===== src/pkg/mrlu_params.svh =====
`ifndef MRLU_PARAMS_SVH
`define MRLU_PARAMS_SVH
// Mask and vector widths
`define MRLU_MASK_W 64
`define MRLU_VEC_W 512
`define MRLU_SHAMT_W 8
// Width select codes
`define MRLU_WID_8 2'h0
`define MRLU_WID_16 2'h1
`define MRLU_WID_32 2'h2
`define MRLU_WID_64 2'h3
// Flag bit positions in the status flag word
`define MRLU_FLAG_CF 0
`define MRLU_FLAG_PF 2
`define MRLU_FLAG_AF 4
`define MRLU_FLAG_ZF 6
`define MRLU_FLAG_SF 7
`define MRLU_FLAG_OF 11
`define MRLU_FLAGS_W 12
// Reset values
`define MRLU_MASK_RST 64'h0
`define MRLU_FLAGS_RST 12'h000
// Result latency in cycles
`define MRLU_LATENCY 1
`endif


===== src/pkg/mrlu_pkg.sv =====
`include "mrlu_params.svh"
package mrlu_pkg;
  typedef enum logic [4:0] {
    MRLU_OP_NOP = 5'h00,
    MRLU_OP_SUM = 5'h01,
    MRLU_OP_AND = 5'h02,
    MRLU_OP_ANDN = 5'h03,
    MRLU_OP_OR = 5'h04,
    MRLU_OP_XOR = 5'h05,
    MRLU_OP_XNOR = 5'h06,
    MRLU_OP_INV = 5'h07,
    MRLU_OP_SHL = 5'h08,
    MRLU_OP_SHR = 5'h09,
    MRLU_OP_JOIN = 5'h0a,
    MRLU_OP_MOVE = 5'h0b,
    MRLU_OP_ORTEST = 5'h0c,
    MRLU_OP_TEST = 5'h0d,
    MRLU_OP_VAND = 5'h0e,
    MRLU_OP_VNAND = 5'h0f,
    MRLU_OP_EXPAND = 5'h10,
    MRLU_OP_PACK = 5'h11,
    MRLU_OP_BCAST = 5'h12,
    MRLU_OP_WSEL = 5'h13
  } mrlu_op_e;
  typedef logic [1:0] mrlu_wid_t;
  // Issued operation
  typedef struct packed {
    logic valid;
    mrlu_op_e op;
    mrlu_wid_t wid;
    logic [`MRLU_SHAMT_W-1:0] count;
    logic [`MRLU_MASK_W-1:0] mask_a;
    logic [`MRLU_MASK_W-1:0] mask_b;
    logic [`MRLU_VEC_W-1:0] vec_a;
    logic [`MRLU_VEC_W-1:0] vec_b;
  } mrlu_req_s;
  // Produced result
  typedef struct packed {
    logic valid;
    logic mask_we;
    logic vec_we;
    logic flags_we;
    logic [`MRLU_MASK_W-1:0] mask;
    logic [`MRLU_VEC_W-1:0] vec;
    logic [`MRLU_FLAGS_W-1:0] flags;
  } mrlu_rsp_s;
endpackage : mrlu_pkg


===== src/verilog/mrlu_mask_logic.sv =====
`timescale 1ns/10ps
`include "mrlu_params.svh"
// Mask-to-mask operations, combinational
module mrlu_mask_logic #(
  parameter int MW = `MRLU_MASK_W
) (
  input wire mrlu_pkg::mrlu_op_e op_in,
  input wire mrlu_pkg::mrlu_wid_t wid_in,
  input wire logic [`MRLU_SHAMT_W-1:0] count_in,
  input wire logic [MW-1:0] a_in,
  input wire logic [MW-1:0] b_in,
  output logic [MW-1:0] res_out,
  output logic zero_out,
  output logic ones_out
);
  // Bits kept at a given width
  function automatic logic [MW-1:0] width_mask(input mrlu_pkg::mrlu_wid_t w);
    unique case (w)
      `MRLU_WID_8: width_mask = MW'(64'h00000000000000ff);
      `MRLU_WID_16: width_mask = MW'(64'h000000000000ffff);
      `MRLU_WID_32: width_mask = MW'(64'h00000000ffffffff);
      default: width_mask = MW'(64'hffffffffffffffff);
    endcase
  endfunction : width_mask

  logic [MW-1:0] wm;
  logic [MW-1:0] am;
  logic [MW-1:0] bm;
  logic [MW-1:0] raw;

  // Operation select and width trimming
  always_comb begin
    wm = width_mask(wid_in);
    am = a_in & wm;
    bm = b_in & wm;
    raw = '0;
    unique case (op_in)
      mrlu_pkg::MRLU_OP_SUM: raw = am + bm; // [RULE1]
      mrlu_pkg::MRLU_OP_AND: raw = am & bm; // [RULE2]
      mrlu_pkg::MRLU_OP_ANDN: raw = ~am & bm; // [RULE3]
      mrlu_pkg::MRLU_OP_OR: raw = am | bm; // [RULE4]
      mrlu_pkg::MRLU_OP_XOR: raw = am ^ bm; // [RULE5]
      mrlu_pkg::MRLU_OP_XNOR: raw = ~(am ^ bm); // [RULE6]
      mrlu_pkg::MRLU_OP_INV: raw = ~am; // [RULE7]
      mrlu_pkg::MRLU_OP_SHL: raw = (count_in >= 8'(MW)) ? '0 : am << count_in; // [RULE8]
      mrlu_pkg::MRLU_OP_SHR: raw = (count_in >= 8'(MW)) ? '0 : am >> count_in; // [RULE9]
      // Low half of b in low half, low half of a above it
      mrlu_pkg::MRLU_OP_JOIN: begin
        unique case (wid_in)
          `MRLU_WID_16: raw = MW'({a_in[7:0], b_in[7:0]}); // [RULE10]
          `MRLU_WID_32: raw = MW'({a_in[15:0], b_in[15:0]}); // [RULE10]
          `MRLU_WID_64: raw = MW'({a_in[31:0], b_in[31:0]}); // [RULE10]
          default: raw = MW'({a_in[3:0], b_in[3:0]});
        endcase
      end
      mrlu_pkg::MRLU_OP_MOVE: raw = am; // [RULE11]
      mrlu_pkg::MRLU_OP_ORTEST: raw = am | bm; // [RULE12]
      mrlu_pkg::MRLU_OP_TEST: raw = am & bm; // [RULE13]
      default: raw = '0;
    endcase
    res_out = raw & wm; // [RULE20]
    zero_out = (res_out == '0); // [RULE21]
    ones_out = (res_out == wm); // [RULE21]
  end
endmodule : mrlu_mask_logic


===== src/verilog/mrlu_vec_logic.sv =====
`timescale 1ns/10ps
`include "mrlu_params.svh"
// Vector/mask conversions, combinational
module mrlu_vec_logic #(
  parameter int MW = `MRLU_MASK_W,
  parameter int VW = `MRLU_VEC_W
) (
  input wire mrlu_pkg::mrlu_op_e op_in,
  input wire mrlu_pkg::mrlu_wid_t wid_in,
  input wire logic [MW-1:0] mask_in,
  input wire logic [VW-1:0] a_in,
  input wire logic [VW-1:0] b_in,
  output logic [MW-1:0] mask_out,
  output logic [VW-1:0] vec_out
);
  logic [MW-1:0] nz8;
  logic [MW-1:0] msb8;
  logic [VW/16-1:0] nz16;
  logic [VW/16-1:0] msb16;
  logic [VW/32-1:0] nz32;
  logic [VW/32-1:0] msb32;
  logic [VW/64-1:0] nz64;
  logic [VW/64-1:0] msb64;
  logic [VW-1:0] ex8;
  logic [VW-1:0] ex16;
  logic [VW-1:0] ex32;
  logic [VW-1:0] ex64;
  logic [VW-1:0] wsel;
  logic [VW-1:0] andv;

  assign andv = a_in & b_in;

  // Per-element AND tests, sign bits and expansions
  genvar i;
  generate
    for (i = 0; i < VW / 8; i++) begin : g_b
      assign nz8[i] = |andv[i*8 +: 8]; // [RULE14]
      assign msb8[i] = a_in[i*8+7]; // [RULE17]
      assign ex8[i*8 +: 8] = {8{mask_in[i]}}; // [RULE16]
    end
    for (i = 0; i < VW / 16; i++) begin : g_w
      assign nz16[i] = |andv[i*16 +: 16];
      assign msb16[i] = a_in[i*16+15];
      assign ex16[i*16 +: 16] = {16{mask_in[i]}};
      assign wsel[i*16 +: 16] = mask_in[i] ? b_in[i*16 +: 16] : a_in[i*16 +: 16]; // [RULE19]
    end
    for (i = 0; i < VW / 32; i++) begin : g_d
      assign nz32[i] = |andv[i*32 +: 32];
      assign msb32[i] = a_in[i*32+31];
      assign ex32[i*32 +: 32] = {32{mask_in[i]}};
    end
    for (i = 0; i < VW / 64; i++) begin : g_q
      assign nz64[i] = |andv[i*64 +: 64];
      assign msb64[i] = a_in[i*64+63];
      assign ex64[i*64 +: 64] = {64{mask_in[i]}};
    end
  endgenerate

  // Width and operation select
  always_comb begin
    logic [MW-1:0] nz;
    logic [MW-1:0] msb;
    logic [VW-1:0] ex;
    nz = nz8;
    msb = msb8;
    ex = ex8;
    unique case (wid_in)
      `MRLU_WID_8: begin
        nz = nz8;
        msb = msb8;
        ex = ex8;
      end
      `MRLU_WID_16: begin
        nz = MW'(nz16);
        msb = MW'(msb16);
        ex = ex16;
      end
      `MRLU_WID_32: begin
        nz = MW'(nz32);
        msb = MW'(msb32);
        ex = ex32;
      end
      default: begin
        nz = MW'(nz64);
        msb = MW'(msb64);
        ex = ex64;
      end
    endcase
    mask_out = '0;
    unique case (op_in)
      mrlu_pkg::MRLU_OP_VAND: mask_out = nz; // [RULE14]
      mrlu_pkg::MRLU_OP_VNAND: mask_out = ~nz; // [RULE15]
      mrlu_pkg::MRLU_OP_PACK: mask_out = msb; // [RULE17]
      default: mask_out = '0;
    endcase
    // Element count limits the mask for elements wider than 8 bits
    if (wid_in != `MRLU_WID_8)
      mask_out = mask_out & MW'((65'h1 << (VW / (8 << wid_in))) - 65'h1);
    vec_out = ex;
    unique case (op_in)
      mrlu_pkg::MRLU_OP_EXPAND: vec_out = ex; // [RULE16]
      mrlu_pkg::MRLU_OP_BCAST: vec_out = {(VW/MW){mask_in}}; // [RULE18]
      mrlu_pkg::MRLU_OP_WSEL: vec_out = wsel; // [RULE19]
      default: vec_out = ex;
    endcase
  end
endmodule : mrlu_vec_logic


===== src/verilog/mrlu_top.sv =====
`timescale 1ns/10ps
`include "mrlu_params.svh"
// Overview of operation
// [RULE1] Sum two masks at width 8, 16, 32 or 64 bits.
// [RULE2] AND two masks at the selected width.
// [RULE3] AND of inverted first mask with second mask.
// [RULE4] OR two masks at the selected width.
// [RULE5] XOR two masks at the selected width.
// [RULE6] XNOR two masks at the selected width.
// [RULE7] Invert a mask at the selected width.
// [RULE8] Shift mask left by instruction count, zero fill.
// [RULE9] Shift mask right by instruction count, zero fill.
// [RULE10] Join low halves of two masks into double-width mask.
// [RULE11] Move mask data between mask, general registers and memory. The unit only copies the first mask at the selected width.
// [RULE12] OR two masks, no mask write, update status flags.
// [RULE13] Test two masks, no mask write, update status flags.
// [RULE14] Mask bit set when element pair AND is nonzero.
// [RULE15] Mask bit set when element pair AND is zero.
// [RULE16] Expand each mask bit into an all-ones or all-zeros element.
// [RULE17] Pack element sign bits into a mask.
// [RULE18] Replicate mask into every vector element.
// [RULE19] Select each word from two vectors by mask bit.
// [RULE20] Masks are 64 bits; bits above width are zeroed.
// [RULE21] Zero flag on all zeros, carry on all ones, others cleared.
module mrlu_top #(
  parameter int MW = `MRLU_MASK_W,
  parameter int VW = `MRLU_VEC_W
) (
  input wire logic mclk_in,
  input wire logic reset_in,
  input wire logic clk_en_in,
  input wire mrlu_pkg::mrlu_req_s req_in,
  output mrlu_pkg::mrlu_rsp_s rsp_out
);
  logic [MW-1:0] mask_res;
  logic [VW-1:0] vec_res;
  logic [MW-1:0] vmask_res;
  logic res_zero;
  logic res_ones;
  mrlu_pkg::mrlu_rsp_s rsp;
  mrlu_pkg::mrlu_rsp_s next_rsp;

  mrlu_mask_logic #(
    .MW(MW)
  ) u_mask (
    .op_in(req_in.op),
    .wid_in(req_in.wid),
    .count_in(req_in.count),
    .a_in(req_in.mask_a),
    .b_in(req_in.mask_b),
    .res_out(mask_res),
    .zero_out(res_zero),
    .ones_out(res_ones)
  );

  mrlu_vec_logic #(
    .MW(MW),
    .VW(VW)
  ) u_vec (
    .op_in(req_in.op),
    .wid_in(req_in.wid),
    .mask_in(req_in.mask_a),
    .a_in(req_in.vec_a),
    .b_in(req_in.vec_b),
    .mask_out(vmask_res),
    .vec_out(vec_res)
  );

  // Result routing and write enables
  always_comb begin
    next_rsp = '0;
    next_rsp.valid = req_in.valid;
    if (req_in.valid) begin
      unique case (req_in.op)
        mrlu_pkg::MRLU_OP_ORTEST,
        mrlu_pkg::MRLU_OP_TEST: begin
          next_rsp.flags_we = 1'b1; // [RULE12] [RULE13]
          next_rsp.flags[`MRLU_FLAG_ZF] = res_zero; // [RULE21]
          next_rsp.flags[`MRLU_FLAG_CF] = res_ones; // [RULE21]
        end
        mrlu_pkg::MRLU_OP_VAND,
        mrlu_pkg::MRLU_OP_VNAND,
        mrlu_pkg::MRLU_OP_PACK: begin
          next_rsp.mask_we = 1'b1;
          next_rsp.mask = vmask_res; // [RULE14] [RULE15] [RULE17]
        end
        mrlu_pkg::MRLU_OP_EXPAND,
        mrlu_pkg::MRLU_OP_BCAST,
        mrlu_pkg::MRLU_OP_WSEL: begin
          next_rsp.vec_we = 1'b1;
          next_rsp.vec = vec_res; // [RULE16] [RULE18] [RULE19]
        end
        mrlu_pkg::MRLU_OP_NOP: next_rsp.mask_we = 1'b0;
        default: begin
          next_rsp.mask_we = 1'b1;
          next_rsp.mask = mask_res; // [RULE20]
        end
      endcase
    end
  end

  // Result register, cleared by reset even with the enable low, otherwise frozen while the enable is low
  always_ff @(posedge mclk_in) begin
    if (reset_in)
      rsp <= '0;
    else if (clk_en_in)
      rsp <= next_rsp;
  end

  assign rsp_out = rsp;
endmodule : mrlu_top


===== config.mk =====
export PLATFORM = sky130hd
export DESIGN_NAME = mrlu_top
export DESIGN_NICKNAME = d
export VERILOG_FILES = /design/src/pkg/mrlu_pkg.sv /design/src/verilog/mrlu_mask_logic.sv /design/src/verilog/mrlu_vec_logic.sv /design/src/verilog/mrlu_top.sv
export VERILOG_INCLUDE_DIRS = /design/src /design/src/pkg
export SDC_FILE = /design/constraint.sdc
export NUM_CORES = 2
export LEC_CHECK = 0
export CAP_MARGIN = 20
export CELL_PAD_IN_SITES_DETAIL_PLACEMENT = 1
export CELL_PAD_IN_SITES_GLOBAL_PLACEMENT = 2
export CORE_AREA = 5 5 692 694
export DETAILED_ROUTE_END_ITERATION = 10
export DIE_AREA = 0 0 697 699
export DONT_BUFFER_PORTS = 1
export HOLD_SLACK_MARGIN = 0.15
export PLACE_DENSITY_LB_ADDON = 0.1
export SLEW_MARGIN = 20
export SYNTH_ARGS = -nofsm -noshare
export SYNTH_HDL_FRONTEND = slang
export SYNTH_HIERARCHICAL = 1
export SYNTH_SLANG_ARGS = --single-unit

===== constraint.sdc =====
create_clock -name mclk_in -period 6.7 [get_ports mclk_in]
set_input_delay 1.34 -clock mclk_in [delete_from_list [all_inputs] [get_ports mclk_in]]
set_output_delay 1.34 -clock mclk_in [all_outputs]
set_load 0.1 [all_outputs]

## After elaboration in Yosys (flattened, before gate mapping)

Cells that the tools add are included.

- Add/subtract/negate cells: 2
- Divide/modulo/power cells: 1
- Order comparisons: 1
- Eq/ne operators: 23
- Shift operators: 4
- Mux-type cells: 53
- Bitwise gates (word level): 12
- Reductions and logical operators: 130

Operator list:

| operator | count |
|---|---|
| $pmux 512 s3 | 1 |
| $pmux 512 s2 | 1 |
| $pmux 64 s3 | 5 |
| $pmux 64 s11 | 1 |
| $mux 579 | 1 |
| $and 512x512->512 | 1 |
| $mux 16 | 32 |
| $mux 512 | 1 |
| $reduce_or 16->1 | 32 |
| $reduce_or 32->1 | 16 |
| $reduce_or 64->1 | 8 |
| $reduce_or 8->1 | 64 |
| $and 64x64->64 | 6 |
| $mux 64 | 3 |
| $not 64->64 | 3 |
| $pmux 64 s2 | 1 |
| $add 64x64->64 | 1 |
| $eq 64x64->1 | 1 |
| $logic_not 64->1 | 1 |
| $or 64x64->64 | 1 |
| $shl 1x32->64 const A | 1 |
| $shl 64x8->64 | 1 |
| $shr 64x8->64 | 1 |
| $sub 64x1->64 const B | 1 |
| 18 further kinds | 42 |

- Register bits: 582
- Input bits: 1171
- Output and inout bits: 592
- Logic and storage cells: 233

## Depth between registers and ports, before layout

- Word-level depth: 10
- Gate-level depth with buffers: 26
- Depth with buffers taken out: 18

## By module

The synthesis kept the hierarchy.

Modules (own cells, without submodules):

| module | times used | cells an instance | area each (um^2) | seq. area each (um^2) |
|---|---|---|---|---|
| mrlu_top | 1 | 2036 | 21585.7 | 11651.2 |
| mrlu_mask_logic | 1 | 3205 | 21225.4 | 0.0 |
| mrlu_vec_logic | 1 | 2411 | 17091.4 | 0.0 |

## Worst setup path after synthesis

No wires, ideal clock.

- Path kind: input to register
- Start: in req_in[1161] (netlist bit)
- End: reg rsp, in the netlist rsp_out[0]
- Arrival: 6210 ps
- Setup slack: 423 ps
- Cell stages on the path: 26
- Cell sequence: buf_4 > buf_4 > and2_1 > buf_2 > buf_2 > buf_2 > buf_2 > buf_2 > buf_1 > nand2_1 > ha_1 > clkbuf_1 > a21oi_1 > o21ai_0 > a21oi_1 > mux2i_1 > a2111oi_0 > and3_1 > or4b_1 > a221oi_1 > and4_1 > nand4_1 > o31ai_1 > o2111a_1 > a22oi_1 > nor2_1

- Cells in the longest elaborated chain, start to end: 10
- Elaborated cells between the ends (all ways): 24
- Classes of those cells: add/sub (1); eq/ne (4); shift (2); mux (7); bitwise (9); reduce/logical (1)

Ends and longest elaborated chain:

| what | RTL line | source |
|---|---|---|
| from (decl) | mrlu_top.sv:32 | `input wire mrlu_pkg::mrlu_req_s req_in,` |
| branches (longest 7 deep; another with $add 64x64->64) | n/a |  |
| $eq 64x64->1 (*) | mrlu_mask_logic.sv:63 | `ones_out = (res_out == wm);` |
| named net res_ones | mrlu_top.sv:39 | `logic res_ones;` |
| $mux 1 (*) | mrlu_top.sv:74 | `unique case (req_in.op)` |
| $mux 1 (*) | mrlu_top.sv:73 | `if (req_in.valid) begin` |
| to (signal assigned) | mrlu_top.sv:107 | `rsp <= next_rsp;` |
| to (decl) | mrlu_top.sv:40 | `mrlu_pkg::mrlu_rsp_s rsp;` |

Mark *: on every way through the listed nets, which the timed path passes.
A chain may end at the register's enable or synchronous reset.

## Worst setup path after layout

- Start: in req_in[1161] (netlist bit)
- End: reg rsp, in the netlist rsp_out[6]

- Cells in the longest elaborated chain, start to end: 10
- Elaborated cells between the ends (all ways): 24
- Classes of those cells: add/sub (1); eq/ne (3); shift (2); mux (7); bitwise (9); reduce/logical (2)

Ends and longest elaborated chain:

| what | RTL line | source |
|---|---|---|
| branches (longest 6 deep; another with $add 64x64->64) | n/a |  |
| $and 64x64->64 (*) | mrlu_mask_logic.sv:61 | `res_out = raw & wm;` |
| $logic_not 64->1 (*) | mrlu_mask_logic.sv:62 | `zero_out = (res_out == '0);` |
| named net res_zero | mrlu_top.sv:38 | `logic res_zero;` |
| $mux 1 (*) | mrlu_top.sv:74 |  |
| $mux 1 (*) | mrlu_top.sv:73 |  |

Marks and branches as above.

==> qor.csv <==
metric,value,unit
drv_cap,0,
synth_mux_area_frac,0.1433,
first_pass_iters,6,
synth_compound_area_frac,0.3557,
cp_max_fo,87,
nFillCells,55689,
period_share,1.043,
h-tree-depth,3,
synth_warnings,6,
yosysTopAreaCellShare,0.1945,
wirelength,846.5,mm
grt_usage,0.3305,
drtIter0Drc,7383,
hpwl,708.9,mm
maxSlewViolCount,33,
fin_ws,-289.6,ps
synth-async-reset-ratio,0,
area_growth,31.03,%
cp.arrival,7790,ps
yosysUniqueCellTypes,118,
worst_pin_slew,1543,ps
core,0.4726,mm^2
drc,0,
violations,"slew limit, setup timing",
postSynthAreaPerCell,7.828,um^2
routed-via-count,76677,
insertion_delay,870,ps
avgViaCountPerCell,5.184,
hp-class,flip-flop to flip-flop,
synth_edf_count,0,
ctsLongestPathBuffers,4,
grt_use_met2,0.5580,
postCtsSetupBuffers,0,
clock-sinks,582,
grtUsageMet1,0.3840,
grt_pass1_vias,75101,
use_met3,0.09501,
grt_first_pass_wirelength,1027,mm
cts-root-buf,clkbuf_16,
synth-adder-area-share,0.02979,
yosys.area.top_type,dfxtp_1,
leakage,28.32,nW
critPathLaunchType,input port,
wire_per_inst,57.23,um
drive_above_1_share,0.2645,
end_kind,flip-flop,
cellPowerDensity,174.5,mW/mm^2
cts.repair.resized,0,
start_util,0.1267,
rows,253,
synthesis.instances,7652,
synth_xor_xnor_area_share,0.02235,
relSlewSlack,-0.02897,
gp_congestion,1.004,
finalHoldWorstSlack,522.6,ps
cts_buffers,100,
reg2regPathDepth,2,
gr-total-overflow,0,
top_usage_layer,met2,
largest_reg_flops,582,
irDropWorstVdd,224.8,uV
yosys.area_share.simple,0.1816,
die_area,0.4872,mm^2
status,"finished, violations left",
syn_area,0.05990,mm^2
synth_top_family_by_area,compound AO/OA/AOI/OAI gates,
netlist_top_cells_area,"dfxtp_1, mux2i_1, a22oi_1",
postCtsHoldBufs,0,
final_common_cell,buf_4,
clock-skew-final,0,ps
whs_path_depth,2,
worstSetupPathType,input port to flip-flop,
synth_ff_type,dfxtp_1,
final_net_count,9564,
dp_slack,-704.3,ps
crit_required,7500,ps
hold_violations,0,
antenna_found_initial,220,
die_h,699,um
grt_max_degree,158,
setup_viol,1,
rsz0062_at_grt,no,
port_buffers,0,
cts_tree,yes,
ys_ff_latch,582,
die_w,697,um
clock.fmax,143.1,MHz
final_antenna_net_count,0,
min_period,6990,ps
ios,1763,
layout_common_cells,"buf_4, nor2_1, a22oi_1",
ys_seq_area_frac,0.1945,
path_clk_slew,70,ps
-- area by class of cell --
class	count	area [um^2]	share of cell area
Antenna cell	223	558.0	0.007110
Clock buffer	145	2851	0.03633
Clock inverter	27	411.6	0.005245
Inverter	178	678.2	0.008640
Multi-Input combinational cell	6161	44390	0.5656
Sequential cell	582	11830	0.1508
Tap cell	6247	7816	0.09959
Timing Repair Buffer	1228	9945	0.1267
-- cells in the mapped netlist (171+ instances only) --
master      n
a22oi_1   712
o211ai_1  540
a22oi_2   217
nor2_2    202
a21oi_1   335
clkbuf_1  422
nor2_1    736
inv_1     171
dfxtp_1   582
nand2_1   579
o21ai_0   255
mux2i_1   681
-- path summary, 6_finish.rpt --
path | to | from | slack [ps]
setup reg to reg | rsp_out[97] | rsp_out[97] | 5110
hold / removal | rsp_out[207] | rsp_out[207] | 520
setup / recovery | rsp_out[6] | req_in[1161] | -290
hold reg to reg | rsp_out[207] | rsp_out[207] | 520
-- critical path, stage by stage --
cell and delay [ps]:
or2_2 630, buf_4 190, and2_1 160, ha_1 320
buf_4 150, nor3_1 50, a2111oi_1 870, buf_4 250
o221ai_1 110, nor4_1 280, buf_4 180, o211ai_1 130
and3b_1 250, a41oi_1 210, buf_4 220, nor4_1 850
nand4_1 420, nor4bb_1 360, nor4b_2 250, a22oi_1 100
nor2_1 120
-- per-layer routing --
layer	vias to the layer above	wire, um	share of wire
met3	803	65870	0.078
met5	-	511	0.00060
li1	30877	-	-
met1	41151	332500	0.39
met4	76	43090	0.051
met2	3770	404500	0.48
-- through the flow --
stage,power (W),area (um^2),util,cells,TNS (ps)
6_report,0.01369,78490,0.1661,14791,-289.6
5_1_grt,0.01407,78260,0.1656,14701,0
4_1_cts,0.01383,77910,0.1648,14566,0
3_5_place_dp,0.008119,74650,0.1579,14394,-1926
3_3_place_gp,0.008122,74540,0.1577,14391,-2644
2_1_floorplan,0.005910,59940,-,7662,0
-- logic make-up (layout without fill, tap and decap cells) --
family / count (synthesis) / in the layout
compound gates: 2841 / 2841
xor+xnor: 152 / 152
fa+ha+maj: 142 / 142
buf+inv: 919 / 1578
flops: 582 / 582
mux: 775 / 775
other cells: 2 / 235
simple gates: 2239 / 2239
-- power by group --
group          switching (W)  internal [W]  total (W)
sequential          0.000190       0.00349    0.00368
clock                0.00232       0.00325    0.00556
combinational        0.00303       0.00142    0.00445
total                0.00553       0.00816     0.0137
Note: power is estimated with default switching activity, not from simulation.
